$ cat config.mk
export PLATFORM = sky130hd
export DESIGN_NAME = ssl_serial_latch
export DESIGN_NICKNAME = d
export VERILOG_FILES = /design/src/include/ssl_pkg.sv /design/src/rtl/ssl_serial_latch.sv
export VERILOG_INCLUDE_DIRS = /design/src /design/src/include
export SDC_FILE = /design/constraint.sdc
export NUM_CORES = 1
export LEC_CHECK = 0
export BUFFER_PORTS_ARGS = -buffer_cell sky130_fd_sc_hd__buf_4
export CORE_ASPECT_RATIO = 2
export CORE_MARGIN = 2
export CORE_UTILIZATION = 60
export CTS_CLUSTER_DIAMETER = 80
export DETAILED_ROUTE_END_ITERATION = 8
export PLACE_DENSITY_LB_ADDON = 0.08
export SYNTH_ARGS = -nofsm -noshare
export SYNTH_HDL_FRONTEND = slang
export SYNTH_SLANG_ARGS = --single-unit
$ cat constraint.sdc
create_clock -name i_mclk -period 11.9 [get_ports i_mclk]
set_input_delay 2.38 -clock i_mclk [delete_from_list [all_inputs] [get_ports i_mclk]]
set_output_delay 2.38 -clock i_mclk [all_outputs]
set_load 0.02 [all_outputs]
$ cat src/include/ssl_regs.svh
// bit positions, field widths and fixed values of the three-wire latch words
`ifndef SSL_REGS_SVH
`define SSL_REGS_SVH

`define SSL_WORD_BITS       24
// address bits at the bottom of every word
`define SSL_ADDR_LSB        0
`define SSL_ADDR_MSB        1
// loop_config_word fields
`define SSL_CTL_CORE_LSB    2
`define SSL_CTL_CORE_MSB    3
`define SSL_CTL_CNT_RST     4
`define SSL_CTL_OUTSEL_LSB  5
`define SSL_CTL_OUTSEL_MSB  7
`define SSL_CTL_POLARITY    8
`define SSL_CTL_PUMP_HIZ    9
`define SSL_CTL_GAIN        10
`define SSL_CTL_MUTE        11
`define SSL_CTL_RFLVL_LSB   12
`define SSL_CTL_RFLVL_MSB   13
`define SSL_CTL_ILOW_LSB    14
`define SSL_CTL_ILOW_MSB    16
`define SSL_CTL_IHIGH_LSB   17
`define SSL_CTL_IHIGH_MSB   19
`define SSL_CTL_PDOWN_LSB   20
`define SSL_CTL_PDOWN_MSB   21
`define SSL_CTL_PRESC_LSB   22
`define SSL_CTL_PRESC_MSB   23
// feedback_divider_word fields
`define SSL_FB_SWALLOW_LSB  2
`define SSL_FB_SWALLOW_MSB  6
`define SSL_FB_MAIN_LSB     8
`define SSL_FB_MAIN_MSB     20
`define SSL_FB_GAIN         21
`define SSL_FB_DIV2         22
`define SSL_FB_DIV2_SEL     23
// reference_divider_word fields
`define SSL_REF_DIV_LSB     2
`define SSL_REF_DIV_MSB     15
`define SSL_REF_ABP_LSB     16
`define SSL_REF_ABP_MSB     17
`define SSL_REF_LOCK_PREC   18
`define SSL_REF_TEST        19
`define SSL_REF_BSC_LSB     20
`define SSL_REF_BSC_MSB     21
// lock detect: good reference cycles needed
`define SSL_LOCK_CYC_FINE   3'd5
`define SSL_LOCK_CYC_COARSE 3'd3
// prescaler moduli selected by the control word
`define SSL_PRESC_P0        6'd8
`define SSL_PRESC_P1        6'd16
`define SSL_PRESC_P2        6'd32

`endif

$ cat src/include/ssl_pkg.sv
// types shared by the serial latch block
package ssl_pkg;

  // destination latch chosen by the two address bits
  typedef enum logic [1:0] {
    SSL_TGT_CONTROL   = 2'b00,
    SSL_TGT_REFERENCE = 2'b01,
    SSL_TGT_FEEDBACK  = 2'b10,
    SSL_TGT_TEST      = 2'b11
  } ssl_target_type;

  // sources for the multiplexed output pin
  typedef enum logic [2:0] {
    SSL_MUX_LOW     = 3'b000,
    SSL_MUX_LOCK    = 3'b001,
    SSL_MUX_FBDIV   = 3'b010,
    SSL_MUX_HIGH    = 3'b011,
    SSL_MUX_REFDIV  = 3'b100,
    SSL_MUX_BSCLK   = 3'b101,
    SSL_MUX_SDATA   = 3'b110,
    SSL_MUX_NLOCK   = 3'b111
  } ssl_outsel_type;

endpackage

$ cat src/rtl/ssl_serial_latch.sv
// three-wire write port, latch decode and digital divider/lock logic of the synthesizer
//
// Function
// - gain bit one selects pump current setting two, zero selects setting one
// - setting one from low three-bit field, setting two from high field
// - with mute enabled, rf outputs stay off until lock is declared
// - pump high-impedance bit one three-states the charge pump
// - polarity bit one gives positive detector polarity, zero negative
// - three-bit select field chooses the multiplexed output pin source
// - counter reset bit holds reference and feedback counters in reset
// - two-bit core level and two-bit rf level fields drive outputs
// - five-bit swallow count loaded from feedback word, any value 0 to 31
// - thirteen-bit main count loaded from feedback word, valid 3 to 8191
// - feedback divides by prescaler modulus times main plus swallow
// - one gain bit, written by control or feedback word, latest wins
// - feedback bit 22 enables output divide-by-two
// - feedback bit 23 feeds divided output into the prescaler
// - address 01 loads reference latch with fourteen-bit divider 1 to 16383
// - antibacklash width from reference word bits 16 and 17
// - lock after five good cycles if precision one, else three
// - test latch always ignored; the factory test bit only sets the test mode flag
// - band select clock from reference output through programmable divider
// - 24 bits shifted on clock rises, committed when latch enable rises
// - address 00 loads the control latch
`timescale 1ns/10ps
`default_nettype none
`include "ssl_regs.svh"

module ssl_serial_latch #(
  parameter int unsigned WORD_BITS = `SSL_WORD_BITS
) (
  // clock and reset
  input  wire logic        i_mclk,
  input  wire logic        i_srst,
  // three-wire write port
  input  wire logic        i_sclk,
  input  wire logic        i_sdata,
  input  wire logic        i_latch_enable,
  // loop events, one-cycle pulses
  input  wire logic        i_ref_tick,
  input  wire logic        i_fb_tick,
  input  wire logic        i_phase_ok,
  // decoded analog controls
  output logic [2:0]       o_pump_current,
  output logic             o_pump_hiz,
  output logic             o_detector_polarity,
  output logic [1:0]       o_core_level,
  output logic [1:0]       o_rf_level,
  output logic             o_rf_enable,
  output logic             o_out_div2,
  output logic             o_presc_from_div2,
  output logic [1:0]       o_antibacklash,
  output logic [1:0]       o_power_down,
  output logic             o_test_mode_active,
  // divider and lock outputs
  output logic             o_ref_div_pulse,
  output logic             o_fb_div_pulse,
  output logic             o_bsel_clk_pulse,
  output logic             o_lock,
  output logic             o_muxed_output_pin
);

  // =====================================================================
  // serial shift and latches
  // =====================================================================
  logic [WORD_BITS-1:0] shift_q, shift_d;
  logic [WORD_BITS-1:0] ctl_q, ctl_d;
  logic [WORD_BITS-1:0] fb_q, fb_d;
  logic [WORD_BITS-1:0] ref_q, ref_d;
  logic [WORD_BITS-1:0] test_q, test_d;
  logic                 gain_q, gain_d;
  logic                 sclk_q, latch_en_q;
  logic                 sclk_rise, latch_en_rise;
  ssl_pkg::ssl_target_type tgt;

  assign sclk_rise     = i_sclk & ~sclk_q;
  assign latch_en_rise = i_latch_enable & ~latch_en_q;
  assign tgt           = ssl_pkg::ssl_target_type'(shift_q[`SSL_ADDR_MSB:`SSL_ADDR_LSB]);

  // shift register keeps only the newest bits, so long frames still decode
  always_comb begin
    shift_d = shift_q;
    ctl_d   = ctl_q;
    fb_d    = fb_q;
    ref_d   = ref_q;
    test_d  = test_q;
    gain_d  = gain_q;
    if (sclk_rise) begin
      shift_d = {shift_q[WORD_BITS-2:0], i_sdata};
    end
    if (latch_en_rise) begin
      unique case (tgt)
        ssl_pkg::SSL_TGT_CONTROL: begin
          ctl_d  = shift_q;
          gain_d = shift_q[`SSL_CTL_GAIN];
        end
        ssl_pkg::SSL_TGT_REFERENCE: begin
          ref_d = shift_q;
        end
        ssl_pkg::SSL_TGT_FEEDBACK: begin
          fb_d   = shift_q;
          gain_d = shift_q[`SSL_FB_GAIN];
        end
        ssl_pkg::SSL_TGT_TEST: begin
          test_d = shift_q;
        end
      endcase
    end
  end

  // no reset pin on the real part; sync reset clears everything to zero
  always_ff @(posedge i_mclk) begin
    if (i_srst) begin
      shift_q <= '0;
      ctl_q   <= '0;
      fb_q    <= '0;
      ref_q   <= '0;
      test_q  <= '0;
      gain_q  <= 1'b0;
      sclk_q  <= 1'b0;
      latch_en_q <= 1'b0;
    end else begin
      shift_q <= shift_d;
      ctl_q   <= ctl_d;
      fb_q    <= fb_d;
      ref_q   <= ref_d;
      test_q  <= test_d;
      gain_q  <= gain_d;
      sclk_q  <= i_sclk;
      latch_en_q <= i_latch_enable;
    end
  end

  // =====================================================================
  // field decode
  // =====================================================================
  logic        cnt_rst;
  logic [4:0]  swallow;
  logic [12:0] main_cnt;
  logic [13:0] ref_div;
  logic [5:0]  presc;
  logic [17:0] fb_total;

  assign cnt_rst  = ctl_q[`SSL_CTL_CNT_RST];
  assign swallow  = fb_q[`SSL_FB_SWALLOW_MSB:`SSL_FB_SWALLOW_LSB];
  assign main_cnt = fb_q[`SSL_FB_MAIN_MSB:`SSL_FB_MAIN_LSB];
  assign ref_div  = ref_q[`SSL_REF_DIV_MSB:`SSL_REF_DIV_LSB];

  // prescaler modulus from the control word
  always_comb begin
    unique case (ctl_q[`SSL_CTL_PRESC_MSB:`SSL_CTL_PRESC_LSB])
      2'b00:   presc = `SSL_PRESC_P0;
      2'b01:   presc = `SSL_PRESC_P1;
      default: presc = `SSL_PRESC_P2;
    endcase
  end

  // total feedback ratio; 32 * 8191 + 31 fits in 18 bits
  assign fb_total = 18'(presc * main_cnt) + 18'(swallow);

  // pump current picks one of two programmed settings
  assign o_pump_current = gain_q ? ctl_q[`SSL_CTL_IHIGH_MSB:`SSL_CTL_IHIGH_LSB]
                                 : ctl_q[`SSL_CTL_ILOW_MSB:`SSL_CTL_ILOW_LSB];
  assign o_pump_hiz          = ctl_q[`SSL_CTL_PUMP_HIZ];
  assign o_detector_polarity = ctl_q[`SSL_CTL_POLARITY];
  assign o_core_level        = ctl_q[`SSL_CTL_CORE_MSB:`SSL_CTL_CORE_LSB];
  assign o_rf_level          = ctl_q[`SSL_CTL_RFLVL_MSB:`SSL_CTL_RFLVL_LSB];
  assign o_power_down        = ctl_q[`SSL_CTL_PDOWN_MSB:`SSL_CTL_PDOWN_LSB];
  assign o_out_div2          = fb_q[`SSL_FB_DIV2];
  assign o_presc_from_div2   = fb_q[`SSL_FB_DIV2_SEL];
  assign o_antibacklash      = ref_q[`SSL_REF_ABP_MSB:`SSL_REF_ABP_LSB];
  // test latch content never steers logic; only its enable is exposed
  assign o_test_mode_active  = ref_q[`SSL_REF_TEST];

  // =====================================================================
  // reference, feedback, band select dividers and lock detect
  // =====================================================================
  logic [13:0] rcnt_q, rcnt_d;
  logic [17:0] ncnt_q, ncnt_d;
  logic [2:0]  bcnt_q, bcnt_d;
  logic [2:0]  lcnt_q, lcnt_d;
  logic        lock_q, lock_d;
  logic        rpul_q, rpul_d;
  logic        npul_q, npul_d;
  logic        bpul_q, bpul_d;
  logic [2:0]  bsc_top;
  logic [2:0]  lock_need;

  // band select divide of 1, 2, 4 or 8 reference outputs
  always_comb begin
    unique case (ref_q[`SSL_REF_BSC_MSB:`SSL_REF_BSC_LSB])
      2'b00: bsc_top = 3'd0;
      2'b01: bsc_top = 3'd1;
      2'b10: bsc_top = 3'd3;
      2'b11: bsc_top = 3'd7;
    endcase
  end

  assign lock_need = ref_q[`SSL_REF_LOCK_PREC] ? `SSL_LOCK_CYC_FINE
                                               : `SSL_LOCK_CYC_COARSE;

  // counters run down from ratio-1; a zero ratio wraps to the full counter range
  always_comb begin
    rcnt_d = rcnt_q;
    ncnt_d = ncnt_q;
    bcnt_d = bcnt_q;
    lcnt_d = lcnt_q;
    lock_d = lock_q;
    rpul_d = 1'b0;
    npul_d = 1'b0;
    bpul_d = 1'b0;
    if (cnt_rst) begin
      rcnt_d = '0;
      ncnt_d = '0;
      bcnt_d = '0;
      lcnt_d = '0;
      lock_d = 1'b0;
    end else begin
      if (i_ref_tick) begin
        if (rcnt_q == 14'h0000) begin
          rcnt_d = ref_div - 14'h0001;
          rpul_d = 1'b1;
        end else begin
          rcnt_d = rcnt_q - 14'h0001;
        end
      end
      if (i_fb_tick) begin
        if (ncnt_q == 18'h0_0000) begin
          ncnt_d = fb_total - 18'h0_0001;
          npul_d = 1'b1;
        end else begin
          ncnt_d = ncnt_q - 18'h0_0001;
        end
      end
      // band select clock taken from reference output pulses
      if (rpul_q) begin
        if (bcnt_q >= bsc_top) begin
          bcnt_d = 3'd0;
          bpul_d = 1'b1;
        end else begin
          bcnt_d = bcnt_q + 3'd1;
        end
        // one phase check per reference cycle; a miss restarts the count
        if (!i_phase_ok) begin
          lcnt_d = 3'd0;
          lock_d = 1'b0;
        end else if (lcnt_q + 3'd1 >= lock_need) begin
          lcnt_d = lock_need;
          lock_d = 1'b1;
        end else begin
          lcnt_d = lcnt_q + 3'd1;
        end
      end
    end
  end

  always_ff @(posedge i_mclk) begin
    if (i_srst) begin
      rcnt_q <= '0;
      ncnt_q <= '0;
      bcnt_q <= '0;
      lcnt_q <= '0;
      lock_q <= 1'b0;
      rpul_q <= 1'b0;
      npul_q <= 1'b0;
      bpul_q <= 1'b0;
    end else begin
      rcnt_q <= rcnt_d;
      ncnt_q <= ncnt_d;
      bcnt_q <= bcnt_d;
      lcnt_q <= lcnt_d;
      lock_q <= lock_d;
      rpul_q <= rpul_d;
      npul_q <= npul_d;
      bpul_q <= bpul_d;
    end
  end

  assign o_ref_div_pulse  = rpul_q;
  assign o_fb_div_pulse   = npul_q;
  assign o_bsel_clk_pulse = bpul_q;
  assign o_lock           = lock_q;
  // mute holds the rf stage off until the loop reports lock
  assign o_rf_enable = ~(ctl_q[`SSL_CTL_MUTE] & ~lock_q);

  // =====================================================================
  // multiplexed output pin
  // =====================================================================
  logic mux_q, mux_d;

  always_comb begin
    unique case (ssl_pkg::ssl_outsel_type'(ctl_q[`SSL_CTL_OUTSEL_MSB:`SSL_CTL_OUTSEL_LSB]))
      ssl_pkg::SSL_MUX_LOW:    mux_d = 1'b0;
      ssl_pkg::SSL_MUX_LOCK:   mux_d = lock_q;
      ssl_pkg::SSL_MUX_FBDIV:  mux_d = npul_q;
      ssl_pkg::SSL_MUX_HIGH:   mux_d = 1'b1;
      ssl_pkg::SSL_MUX_REFDIV: mux_d = rpul_q;
      ssl_pkg::SSL_MUX_BSCLK:  mux_d = bpul_q;
      ssl_pkg::SSL_MUX_SDATA:  mux_d = shift_q[0];
      ssl_pkg::SSL_MUX_NLOCK:  mux_d = ~lock_q;
    endcase
  end

  // registered so the pin never glitches on select changes
  always_ff @(posedge i_mclk) begin
    if (i_srst) begin
      mux_q <= 1'b0;
    end else begin
      mux_q <= mux_d;
    end
  end

  assign o_muxed_output_pin = mux_q;

endmodule

`default_nettype wire

Yosys cells after proc, flatten, opt, wreduce, memory -nomap -nowiden:

Index checks and enable logic that the tools add are counted.

* register bits: 140
* output and inout bits: 22
* logic and storage cells: 82

* bitwise logic cells: 10
* muxes and demuxes: 16
* $lt $le $gt $ge: 2
* add/sub/neg operators: 7
* eq/ne operators: 14
* reduce and logical (&&, ||, !) cells: 16
* multipliers: 1

Operators with widths (number)
* subtractor 18 x 1 -> 18 bit, second input constant: 2
* subtractor 14 x 1 -> 14 bit, second input constant: 2
* adder 18 x 5 -> 18 bit: 1
* logical NOT 18 bit: 1
* multiplier 6 x 13 -> 18 bit: 1
* 2-to-1 mux 18 bit: 1
* 2-to-1 mux 3 bit: 5
* logical NOT 14 bit: 1
* 2-to-1 mux 14 bit: 1
* == test 3 bit, second input constant: 4
* case mux 3 bit (4 select lines): 1
* case mux 6 bit (2 select lines): 1
* AND reduction 2 bit: 5
* OR reduction 3 bit: 3
* case mux 1 bit (8 select lines): 1
* inverter 1 bit: 7
* adder 3 x 1 -> 3 bit, second input constant: 2
* == test 2 x 1 -> 1 bit, second input constant: 3
* == test 2 bit, second input constant: 3
* == test 3 x 2 -> 1 bit, second input constant: 2
* >= comparator 3 bit: 2
* logical NOT 2 bit: 3
* 2-to-1 mux 1 bit: 5
* AND 1 bit: 3
* other kinds (6): 6

Depth between registers and ports, before layout:

Gate-level depths: netlist of the first run.

* depth after elaboration: 6
* depth in mapped cells: 16

Least setup slack after synthesis of the first run:

OpenSTA, ideal clock, no wires.

* path type: register to register
* start: reg ctl_q[23]
* end: reg ncnt_q[17]
* slack: 7866 ps
* period minus slack after synthesis: 4034 ps
* arrival: 3907 ps
* required time: 11773 ps
* library setup time: 127 ps
* cell stages (with the launch flop): 17
* cell sequence: dfxtp_1 > nor2b_1 > clkbuf_1 > nand2_1 > ha_1 > fa_1 > inv_1 > ha_1 > ha_1 > ha_1 > a21o_1 > a21o_1 > a21oi_1 > o211a_1 > o221ai_1 > o311ai_0 > nor2_1

* word-level cells in the longest chain between the ends: 6
* elaborated cells on any way between the ends: 7

RTL lines
* start, declared: line ssl_serial_latch.sv:67 `logic [WORD_BITS-1:0] ctl_q, ctl_d;`
* start signal, assigned: line ssl_serial_latch.sv:124 `ctl_q <= ctl_d;`
* == test 2 x 1 -> 1 bit / logical NOT 2 bit (equally long branches): line ssl_serial_latch.sv:151 `` unique case (ctl_q[`SSL_CTL_PRESC_MSB:`SSL_CTL_PRESC_LSB]) ``
* case mux 6 bit (2 select lines) *: line ssl_serial_latch.sv:151
* multiplier 6 x 13 -> 18 bit *: line ssl_serial_latch.sv:159 `assign fb_total = 18'(presc * main_cnt) + 18'(swallow);`
* adder 18 x 5 -> 18 bit *: line ssl_serial_latch.sv:159
* subtractor 18 x 1 -> 18 bit *: line ssl_serial_latch.sv:229 `ncnt_d = fb_total - 18'h0_0001;`
* 2-to-1 mux 18 bit *: line ssl_serial_latch.sv:228 `if (ncnt_q == 18'h0_0000) begin`
* end signal, assigned: line ssl_serial_latch.sv:269 `ncnt_q <= ncnt_d;`
* end, declared: line ssl_serial_latch.sv:179 `logic [17:0] ncnt_q, ncnt_d;`

Mark *: on every way between the ends. The rest lies on a longest branch, timed or not.
A chain may end at the register's enable or synchronous reset.

Worst setup path in the final report of the first run:

Ends and elaborated chain as after synthesis.

==> reports/qor.yml, run 1 <==
post_synth_most_frequent_cells: "nand2_1, dfxtp_1, a21oi_1"
max_freq_ghz: 0.214
p_per_area_nw_per_um2: 158
dp_slack_ns: 7.24
fin_crit_ns: 4.67
leakage_nw: 3.15
remaining_drc_errors: 0
grt_antenna_before_repair: 0
clock_power_share_pct: 39.0
timing_worst_setup_path_type: "flop to flop"
finalHoldViolCount: 0
number_of_enable_flip_flop_cells_after_synthesis: 0
gp_congestion: 0.904
areaGrowthSynthToFinish_pct: 10.2
route.antenna.remaining_nets: 0
maxCapViolCount: 0
clock_tree_from_tritoncts: "built"
netlist.top_cell.by_area: "dfxtp_1"
antennaDiodeCount: 0
slew_headroom_pct: 32.8
tritonroute_pass_1_iters: 4
power.sequential.fraction_pct: 39.3
die-height_um: 162
synth.net_count: 1044
io_buffers: 29
post_cts_buffers: 0
synth.top_cell.area_share_pct: 34.8
layout_cell_share_with_drive_strength_beyond_1_pct: 9.01
ioPinCount: 30
worst_ep_arrival_time_ns: 4.97
detail_route.wirelength_um: 17400
grt_pass1_vias: 6427
average_cell_area_after_synthesis_um2: 7.88
rrSetupSlack_ns: 7.23
post-dp-hpwl_um: 12500
final_core_utilization_pct: 68.1
cts_repair_resize_count: 0
row_count: 57
irDropWorstVdd_uv: 150
vias: 6527
syn_inst: 956
netlist_area_um2: 7530
clockBufferDepth: 2
grt_usage_pct: 26.3
cts_hold_bufs: 0
critical_path.startpoint: "ctl_q[23]"
setup_viol: 0
sequential_cell_area_um2: 2620
ys_types: 67
setup_ws_ns: 7.23
leading_post_synthesis_cells_by_cell_area: "dfxtp_1, nand2_1, ha_1"
die_area_um2: 13500
power.combinational.fraction_pct: 21.7
worstReg2RegEnd: "ncnt_q[17]"
worst_skew_pair.late_latency_ns: 0.42
crit_fanout: 16
cellInternalPower_uw: 878
switching_power_uw: 435
slew_violations: 0
cts_inserted_buffers: 17
post-place-cells: 1081
hold_path_class: "flop to flop"
yosys_warnings: 0
multiInputGateArea_um2: 4520
clk_pin_slew_ns: 0.06
layout_skew_ns: 0.0108
worst_pin_slew_ns: 1.00
r2r_start: "ctl_q[23]"
ys_seq_elements: 131
route.detailed.vias_per_inst: 5.86
worst_r2r_path_depth: 15
grt_pass1_wl_um: 29400
synth-main-ff-cell: "dfxtp_1"
critPathRequiredTime_ns: 12.19
dieWidth_um: 83.2
nNetsFinal: 1041
cts_max_level: 4
layoutNonFillerInstCount: 1113
crit_path_end: "ncnt_q[17]"
timing.critical_path.from_type: "flop"
drt_iter0_drc: 335
clkSinkCount: 131
synthMostInstantiatedCell: "nand2_1"
timing.final.crit_share_pct: 39.3
p_sw_share_pct: 33.1
synth_async_sr_flop_share_pct: 0
crit_path_end_kind: "flop"
number_of_inserted_filler_cells_in_the_final_layout: 1012
total_power_mw: 1.31
global_route.overflow_total: 0
initial_core_util_pct: 61.8
wl_per_cell_um: 15.6
placeableCoreArea_um2: 12200
setup_repair_after_global_routing_missed_its_margin: "no"
run_status: "finished clean"
fin_setup_tns_ns: 0
maximum_number_of_pins_on_one_net_before_global_route_repair: 92
cts.root.buffer_cell: "clkbuf_16"
synth.yosys.seq_area_share_pct: 34.8
metrics by stage:
stage               hold slack, ns  instance area [µm²]
floorplan                    0.433                 7530
global placement             0.440                 7720
detailed placement           0.451                 7720
CTS                          0.461                 8300
global route                 0.479                 8300
finish                       0.456                 8300
power by group through the flow:
stage,registers (mW),clock network [mW],logic [mW]
finish,0.516,0.512,0.285
detailed placement,0.524,0,0.284
floorplan,0.515,0,0.233
global placement,0.521,0,0.273
CTS,0.514,0.518,0.286
global route,0.520,0.538,0.321
worst min path at each step:
stage	from	to	cells past startpoint
CTS	ref_q[16]	ref_q[16]	2
floorplan	ctl_q[17]	ctl_q[17]	2
global placement	ctl_q[19]	ctl_q[19]	2
detailed placement	ctl_q[13]	ctl_q[13]	2
global route	ctl_q[18]	ctl_q[18]	2
finish	ref_q[16]	ref_q[16]	2
layer usage:
metal | GRT usage, % | vias to the layer above | wire (µm)
met2 | 49.7 | 139 | 9480
met1 | 28.5 | 3071 | 6900
li1 | - | 3279 | -
met3 | 4.31 | 38 | 512
met5 | 0 | - | 0
met4 | 11.1 | 0 | 464
flip-flops by register name, summed over array words and instances, names as in the netlist:
register            cells
shift_q                24
ctl_q                  21
fb_q                   20
ref_q                  20
ncnt_q                 18
rcnt_q                 14
bcnt_q                  3
lcnt_q                  3
gain_q                  1
latch_en_q              1
o_bsel_clk_pulse        1
o_fb_div_pulse          1
o_lock                  1
o_muxed_output_pin      1
o_ref_div_pulse         1
sclk_q                  1
critical path, cell delays in order, from the launching register on:
cell,delay (ns)
dfxtp_1,0.47
nor2b_1,0.68
nand2_1,0.12
ha_1,0.32
fa_1,0.55
inv_1,0.05
ha_1,0.29
ha_1,0.30
ha_1,0.37
a21o_1,0.21
a21o_1,0.19
a21oi_1,0.19
o211a_1,0.22
o221ai_1,0.15
o311ai_0,0.33
nor2_1,0.09
kinds of logic after synthesis:
group | synth area share, %
AOI/OAI and AO/OA | 17.1
xor gates and xnor gates | 2.67
adders and majority gates | 14.6
buffers and inverters | 5.25
DFF | 34.8
muxes | 1.58
and+or+nand+nor | 24.0
area by class of cell:
| cell class | instances | area share [%] |
|---|---|---|
| repair buffers | 33 | 2.98 |
| inverters | 39 | 1.76 |
| well taps | 147 | 2.22 |
| flip-flops and latches | 131 | 31.6 |
| clock inverters | 14 | 1.72 |
| multi-input cells | 731 | 54.4 |
| clock buffers | 18 | 5.29 |
layout by cell type, fill, tap and decap left out, types with 3 or more instances in the layout:
| master | instances |
|---|---|
| a211oi_1 | 8 |
| a21o_1 | 6 |
| a21oi_1 | 116 |
| a22oi_1 | 6 |
| a31oi_1 | 9 |
| and2_1 | 7 |
| and3_1 | 3 |
| buf_4 | 33 |
| clkbuf_16 | 17 |
| clkinvlp_4 | 4 |
| dfxtp_1 | 131 |
| fa_1 | 13 |
| ha_1 | 67 |
| inv_1 | 38 |
| inv_6 | 4 |
| inv_8 | 3 |
| mux2_2 | 3 |
| mux2i_1 | 7 |
| nand2_1 | 240 |
| nand2b_1 | 12 |
| nand3_1 | 10 |
| nand4_1 | 5 |
| nor2_1 | 53 |
| nor2b_1 | 11 |
| nor3_1 | 27 |
| nor3b_1 | 4 |
| nor4_1 | 6 |
| nor4_4 | 3 |
| o211ai_1 | 7 |
| o21a_1 | 4 |
| o21ai_0 | 34 |
| o22ai_1 | 3 |
| or3_1 | 4 |
| xnor2_1 | 13 |
| xor2_1 | 10 |
(Power assumes the default switching activity.)
==> inputs of run 2 (changes only) <==
- ABC_AREA: not set -> 1
- CORE_UTILIZATION: 60 -> 57
- clock period: 11.9 -> 4.03 ns (I/O delays scaled with it)
==> reports/qor.yml, run 2 <==
p_sw_share_pct: 36.4  # was 33.1%
hold_path_class: "flop to flop"  # unchanged
number_of_enable_flip_flop_cells_after_synthesis: 0  # unchanged
critPathRequiredTime_ns: 4.33  # was 12.19 ns
tritonroute_pass_1_iters: 7  # was 4
nNetsFinal: 1213  # was 1041
grt_pass1_wl_um: 31200  # was 29400 µm
post_cts_buffers: 0  # unchanged
setup_repair_after_global_routing_missed_its_margin: "no"  # unchanged
clk_pin_slew_ns: 0.06  # about the same
dpl_cell_area_um2: 8120  # was 7720 µm²
run_status: "finished clean"  # unchanged
worstReg2RegEnd: "ncnt_q[9]"  # was ncnt_q[17]
worst_ep_arrival_time_ns: 3.93  # was 4.97 ns
wl_per_cell_um: 14.6  # was 15.6 µm
drt_iter0_drc: 345  # was 335
finalHoldViolCount: 0  # unchanged
average_cell_area_after_synthesis_um2: 7.06  # was 7.88 µm²
clockBufferDepth: 2  # unchanged
final_core_utilization_pct: 64.6  # was 68.1%
clock_power_share_pct: 37.3  # was 39.0%
timing.final.crit_share_pct: 90.2  # was 39.3%
fin_crit_ns: 3.63  # was 4.67 ns
row_count: 60  # was 57
worst_skew_pair.late_latency_ns: 0.42  # about the same
ioPinCount: 30  # unchanged
crit_fanout: 13  # was 16
slew_headroom_pct: 28.1  # was 32.8%
layout_skew_ns: 0.0115  # was 0.0108 ns
antennaDiodeCount: 0  # unchanged
setup_ws_ns: 0.397  # was 7.23 ns
ys_seq_elements: 131  # unchanged
netlist.top_cell.by_area: "dfxtp_1"  # unchanged
ys_types: 46  # was 67
synthMostInstantiatedCell: "nor2_1"  # was nand2_1
grt_antenna_before_repair: 0  # unchanged
p_per_area_nw_per_um2: 501  # was 158 nW/µm²
route.antenna.remaining_nets: 0  # unchanged
worst_pin_slew_ns: 1.08  # was 1.00 ns
power.combinational.fraction_pct: 28.3  # was 21.7%
maxCapViolCount: 0  # unchanged
cellInternalPower_mw: 2.79  # was 878 µW
crit_path_end_kind: "flop"  # unchanged
global_route.overflow_total: 0  # unchanged
synth.yosys.seq_area_share_pct: 33.3  # was 34.8%
cts_max_level: 4  # unchanged
areaGrowthSynthToFinish_pct: 10.9  # was 10.2%
synth-main-ff-cell: "dfxtp_1"  # unchanged
number_of_inserted_filler_cells_in_the_final_layout: 1229  # was 1012
max_freq_ghz: 0.275  # was 0.214 GHz
synth.net_count: 1203  # was 1044
die_area_um2: 14800  # was 13500 µm²
cts_hold_bufs: 0  # unchanged
synth.top_cell.area_share_pct: 33.3  # was 34.8%
die-height_um: 170  # was 162 µm
clkSinkCount: 131  # unchanged
layout_commonest_cell: "nor2_1"  # was nand2_1
finalHoldWorstSlack_ns: 0.452  # was 0.456 ns
route.detailed.vias_per_inst: 5.46  # was 5.86
cts_inserted_buffers: 17  # unchanged
post_synth_most_frequent_cells: "nor2_1, nand2_1, dfxtp_1"  # was nand2_1, dfxtp_1, a21oi_1
rrSetupSlack_ns: 0.40  # was 7.23 ns
largest_registers: "shift_q x24, ctl_q x21"  # unchanged
switching_power_mw: 1.59  # was 435 µW
placeableCoreArea_um2: 13500  # was 12200 µm²
remaining_drc_errors: 0  # unchanged
worst_r2r_path_depth: 18  # was 15
detail_route.wirelength_um: 18800  # was 17400 µm
power.sequential.fraction_pct: 34.4  # was 39.3%
layout_cell_share_with_drive_strength_beyond_1_pct: 9.49  # was 9.01%
timing_worst_setup_path_type: "flop to flop"  # unchanged
yosys_warnings: 0  # unchanged
layout.cell_area.non_filler_um2: 8730  # was 8300 µm²
critical_path.startpoint: "ctl_q[22]"  # was ctl_q[23]
post-dp-hpwl_um: 13800  # was 12500 µm
io_buffers: 29  # unchanged
syn_inst: 1115  # was 956
registers.top_by_ff_count: "shift_q"  # unchanged
timing.critical_path.from_type: "flop"  # unchanged
clock_tree_from_tritoncts: "built"  # unchanged
setup_viol: 0  # unchanged
r2r_start: "ctl_q[22]"  # was ctl_q[23]
synth_async_sr_flop_share_pct: 0  # unchanged
leading_post_synthesis_cells_by_cell_area: "dfxtp_1, ha_1, nor2_1"  # was dfxtp_1, nand2_1, ha_1
grt_usage_pct: 26.5  # was 26.3%
netlist_area_um2: 7880  # was 7530 µm²
hold_path.startpoint: "ctl_q[14]"  # was ref_q[16]
vias: 7062  # was 6527
cts_repair_resize_count: 0  # unchanged
largest_reg_flops: 24  # unchanged
commonest_cells_after_routing_fill_and_taps_aside: "nor2_1, nand2_1, dfxtp_1, inv_1, o21ai_0"  # was nand2_1, dfxtp_1, a21oi_1, ha_1, nor2_1
dieWidth_um: 87.1  # was 83.2 µm
leakage_nw: 4.12  # was 3.15 nW
maximum_number_of_pins_on_one_net_before_global_route_repair: 86  # was 92
initial_core_util_pct: 58.3  # was 61.8%
grt_pass1_vias: 6673  # was 6427
gp_congestion: 0.976  # was 0.904
fin_setup_tns_ns: 0  # unchanged
crit_path_end: "ncnt_q[9]"  # was ncnt_q[17]
dp_slack_ns: 0.401  # was 7.24 ns
slew_violations: 0  # unchanged
irDropWorstVdd_uv: 394  # was 150 µV
cts.root.buffer_cell: "clkbuf_16"  # unchanged
[run 2: cell types whose count changed in the layout (fill, tap and decap cells not counted), moves of 7 or more]
cell      delta
inv_1       +88
nor3_1      -18
a211oi_1     -7
nand2b_1    -11
nand2_1     -52
nor2b_1     -11
nor2_2       +9
o21ai_0     +83
nand3_1     +45
mux2i_1      -7
nor2_1     +143
a21oi_1     -47
[run 2: power groups by stage]
stage / registers, mW / logic (mW) / clock network [mW]
finish: 1.51 / 1.24 / 1.63
detailed placement: 1.53 / 1.23 / 0
floorplan: 1.50 / 1.00 / 0
global placement: 1.53 / 1.22 / 0
global route: 1.52 / 1.42 / 1.71
CTS: 1.50 / 1.24 / 1.66
[run 2: metal layers]
layer  track usage, %  share of wire (%)  vias to the layer above
met5                0                  0                        -
met4             13.2                3.9                        0
met3             3.49                3.0                       48
met2             47.5                 53                      152
met1             30.0                 40                     3247
li1                 -                  -                     3615
[run 2: critical path: stages, from the launching register on]
cell and delay (ns):
dfxtp_1 0.33, inv_1 0.05, nor2_1 0.08, buf_4 0.19, nand2_1 0.08, ha_1 0.30
fa_1 0.54, inv_1 0.04, ha_1 0.29, ha_1 0.30, ha_1 0.37, a21oi_1 0.19
nor2_1 0.06, nor2_1 0.08, nand2_1 0.13, xor2_1 0.16, or2_0 0.19, nand3_1 0.08
a21oi_2 0.05
[run 2: stage by stage]
step                      power, mW  cells
final                          4.38   1293
after CTS                      4.41   1293
after global routing           4.64   1293
after floorplan                2.51   1115
after global placement         2.75   1261
after detailed placement       2.76   1261
[run 2: kinds of logic after synthesis]
family,Yosys count,synth area share (%)
AOI/OAI and AO/OA,219,15.0
xor gates and xnor gates,22,2.45
buffers and inverters,181,9.47
and+or+nand+nor,482,25.8
DFF,131,33.3
adders and majority gates,80,13.9
[run 2: worst min-delay path by stage]
stage | end | slack [ns] | depth (start not counted)
final | ctl_q[14] | 0.45 | 2
after global routing | ctl_q[15] | 0.48 | 2
after CTS | ctl_q[14] | 0.46 | 2
after detailed placement | ref_q[8] | 0.44 | 2
after global placement | ref_q[8] | 0.43 | 2
after floorplan | ref_q[12] | 0.42 | 2
[run 2: layout make-up]
cell class | count | area (µm²) | share of cell area, %
well taps | 155 | 194 | 2.22
repair buffers | 38 | 285 | 3.27
clock buffers | 17 | 425 | 4.87
clock inverters | 15 | 189 | 2.16
inverters | 134 | 508 | 5.82
multi-input cells | 803 | 4510 | 51.6
flip-flops and latches | 131 | 2620 | 30.0
==> inputs of run 3 (changes only) <==
- ABC_AREA: 1 -> 0
- CORE_UTILIZATION: 57 -> 56
==> reports/qor.yml, run 3 (synthesis results as in run 1) <==
io_buffers: 29  # unchanged
dpl_cell_area_um2: 7780  # was 8120 µm²
max_freq_ghz: 0.259  # was 0.275 GHz
cts_max_level: 4  # unchanged
cell_with_the_most_instances_on_the_worst_path: "ha_1"  # unchanged
post-place-cells: 1096  # was 1261
crit_chain: "nor2b_1 -> buf_6 -> nand2_1 -> ha_1 -> fa_1 -> inv_1 -> ha_1 -> ha_1 -> ha_1 -> a21o_1 -> a21o_1 -> a21oi_2 -> nand2_1 -> o41ai_2 -> xor2_1 -> o22ai_1"  # was inv_1 -> nor2_1 -> buf_4 -> nand2_1 -> ha_1 -> fa_1 -> inv_1 -> ha_1 -> ha_1 -> ha_1 -> a21oi_1 -> nor2_1 -> nor2_1 -> nand2_1 -> xor2_1 -> or2_0 -> nand3_1 -> a21oi_2
nNetsFinal: 1049  # was 1213
maximum_number_of_pins_on_one_net_before_global_route_repair: 90  # was 86
timing_worst_setup_path_type: "flop to flop"  # unchanged
clockBufferDepth: 2  # unchanged
row_count: 60  # unchanged
cp_num_cells: 16  # was 18
initial_core_util_pct: 56.7  # was 58.3%
critical_path.max_stage_delay_ns: 0.53  # was 0.54 ns
layout.cell_area.non_filler_um2: 8410  # was 8730 µm²
vias: 6502  # was 7062
irDropWorstVdd_uv: 332  # was 394 µV
layout_cell_share_with_drive_strength_beyond_1_pct: 10.2  # was 9.49%
placeableCoreArea_um2: 13300  # was 13500 µm²
maxCapViolCount: 0  # unchanged
slew_headroom_pct: 36.0  # was 28.1%
clock_tree_from_tritoncts: "built"  # unchanged
ioPinCount: 30  # unchanged
setup_viol: 0  # unchanged
multiInputGateArea_um2: 4560  # was 4510 µm²
number_of_inserted_filler_cells_in_the_final_layout: 1139  # was 1229
die_area_um2: 14400  # was 14800 µm²
global_route.overflow_total: 0  # unchanged
route.antenna.remaining_nets: 0  # unchanged
worst_r2r_path_depth: 16  # was 18
clk_pin_slew_ns: 0.06  # about the same
hold_path_class: "flop to flop"  # unchanged
layout_skew_ns: 0.00972  # was 0.0115 ns
use_met1_pct: 32.0  # was 30.0%
remaining_drc_errors: 0  # unchanged
layoutNonFillerInstCount: 1129  # was 1293
critPathRequiredTime_ns: 4.33  # about the same
run_status: "finished clean"  # unchanged
final_core_utilization_pct: 63.3  # was 64.6%
grt_util_met3_pct: 4.71  # was 3.49%
areaGrowthSynthToFinish_pct: 11.6  # was 10.9%
grt_antenna_before_repair: 0  # unchanged
timing.final.crit_share_pct: 96.0  # was 90.2%
timing.critical_path.from_type: "flop"  # unchanged
slew_violations: 0  # unchanged
cts_hold_bufs: 0  # unchanged
p_per_area_nw_per_um2: 462  # was 501 nW/µm²
critical_path.top_delay_family: "adder cells"  # unchanged
clkSinkCount: 131  # unchanged
leakage_nw: 3.19  # was 4.12 nW
commonest_cells_after_routing_fill_and_taps_aside: "nand2_1, dfxtp_1, a21oi_1, ha_1, nor2_1"  # was nor2_1, nand2_1, dfxtp_1, inv_1, o21ai_0
detail_route.wirelength_um: 16800  # was 18800 µm
route.detailed.vias_per_inst: 5.76  # was 5.46
global_route.peak_usage_layer: "met2"  # unchanged
worst_pin_slew_ns: 0.960  # was 1.08 ns
hold_path.startpoint: "fb_q[23]"  # was ctl_q[14]
fin_crit_ns: 3.87  # was 3.63 ns
drt_iter0_drc: 321  # was 345
largest_registers: "shift_q x24, ctl_q x21"  # unchanged
registers.top_by_ff_count: "shift_q"  # unchanged
crit_fanout: 10  # was 13
cts.root.buffer_cell: "clkbuf_16"  # unchanged
min_delay_path_depth: 2  # unchanged
layout_commonest_cell: "nand2_1"  # was nor2_1
rrSetupSlack_ns: 0.16  # was 0.40 ns
post-dp-hpwl_um: 11800  # was 13800 µm
gp_congestion: 0.810  # was 0.976
worst_skew_pair.late_latency_ns: 0.42  # about the same
worstReg2RegEnd: "ncnt_q[16]"  # was ncnt_q[9]
dieWidth_um: 86  # was 87.1 µm
worst_path_max_delay_cell: "fa_1"  # unchanged
largest_reg_flops: 24  # unchanged
die-height_um: 168  # was 170 µm
total_power_mw: 3.89  # was 4.38 mW
worst_ep_arrival_time_ns: 4.17  # was 3.93 ns
use_met2_pct: 38.9  # was 47.5%
finalHoldWorstSlack_ns: 0.453  # was 0.452 ns
finalHoldViolCount: 0  # unchanged
grt_pass1_wl_um: 28200  # was 31200 µm
grt_usage_pct: 24.0  # was 26.5%
whs_endpoint: "fb_q[23]"  # was ctl_q[14]
sequential_cell_area_um2: 2620  # unchanged
antennaDiodeCount: 0  # unchanged
crit_path_end_kind: "flop"  # unchanged
r2r_start: "ctl_q[22]"  # unchanged
cp_num_buf_inv: 2  # was 3
tritonroute_pass_1_iters: 5  # was 7
cts_inserted_buffers: 17  # unchanged
grt_pass1_vias: 6027  # was 6673
wl_per_cell_um: 14.9  # was 14.6 µm
-- run 3: cell types whose count changed in the layout (fill, tap and decap cells not counted), sizes merged, moves of 11 or more --
cell / previous run / this run
nor3: 10 / 28
o21ai: 119 / 36
nor2b: 0 / 11
nand3: 60 / 10
inv: 139 / 45
nand2b: 1 / 12
nand2: 195 / 240
nor2: 207 / 53
a21oi: 73 / 117
-- run 3: worst max path at each step --
stage / slack [ns] / endpoint / from
after global placement: 0.15 / ncnt_q[17] / ctl_q[22]
after CTS: 0.01 / ncnt_q[17] / ctl_q[22]
final: 0.16 / ncnt_q[16] / ctl_q[22]
after floorplan: 0.09 / ncnt_q[17] / ctl_q[23]
after detailed placement: -0.04 / ncnt_q[17] / ctl_q[22]
after global routing: -0.04 / ncnt_q[16] / ctl_q[22]
-- run 3: area by class of cell --
type	instances	share of cell area, %
sequential	131	31.2
timing repair buffer	41	3.71
clock inverter	14	1.74
multi-input combinational	731	54.2
inverter	39	1.74
tap	155	2.31
clock buffer	18	5.10
-- run 3: per-layer routing --
layer	part of all wire [%]	vias up
met4	2.0	0
met2	49	133
met1	46	3056
met5	0	-
li1	-	3291
met3	3.5	22
-- run 3: through the flow --
step | setup TNS (ns) | setup slack, ns
2_1_floorplan | 0 | 0.0867
3_3_place_gp | 0 | 0.153
3_5_place_dp | -0.0379 | -0.0379
4_1_cts | 0 | 0.0120
5_1_grt | -0.0428 | -0.0428
6_report | 0 | 0.163
-- run 3: tightest hold or removal path: cells and delay by family, from the launching register on --
| family | cells | cell delay, ns |
|---|---|---|
| simple gates | 1 | 0.05 |
| compound gates | 1 | 0.05 |
| flops | 1 | 0.31 |
-- run 3: timing repair --
item	in CTS	in global routing
endpoints found under the hold margin	0	0
endpoints found under the setup margin	1	5
gates resized for setup	1	8
buffers inserted	0	1
pin swaps	0	3
-- run 3: power by group --
group	leakage [nW]	internal [mW]	switching, mW	total (mW)
Clock	0.270	0.870	0.650	1.52
Sequential	1.06	1.39	0.128	1.52
Combinational	1.86	0.331	0.517	0.848
Total	3.19	2.59	1.29	3.89
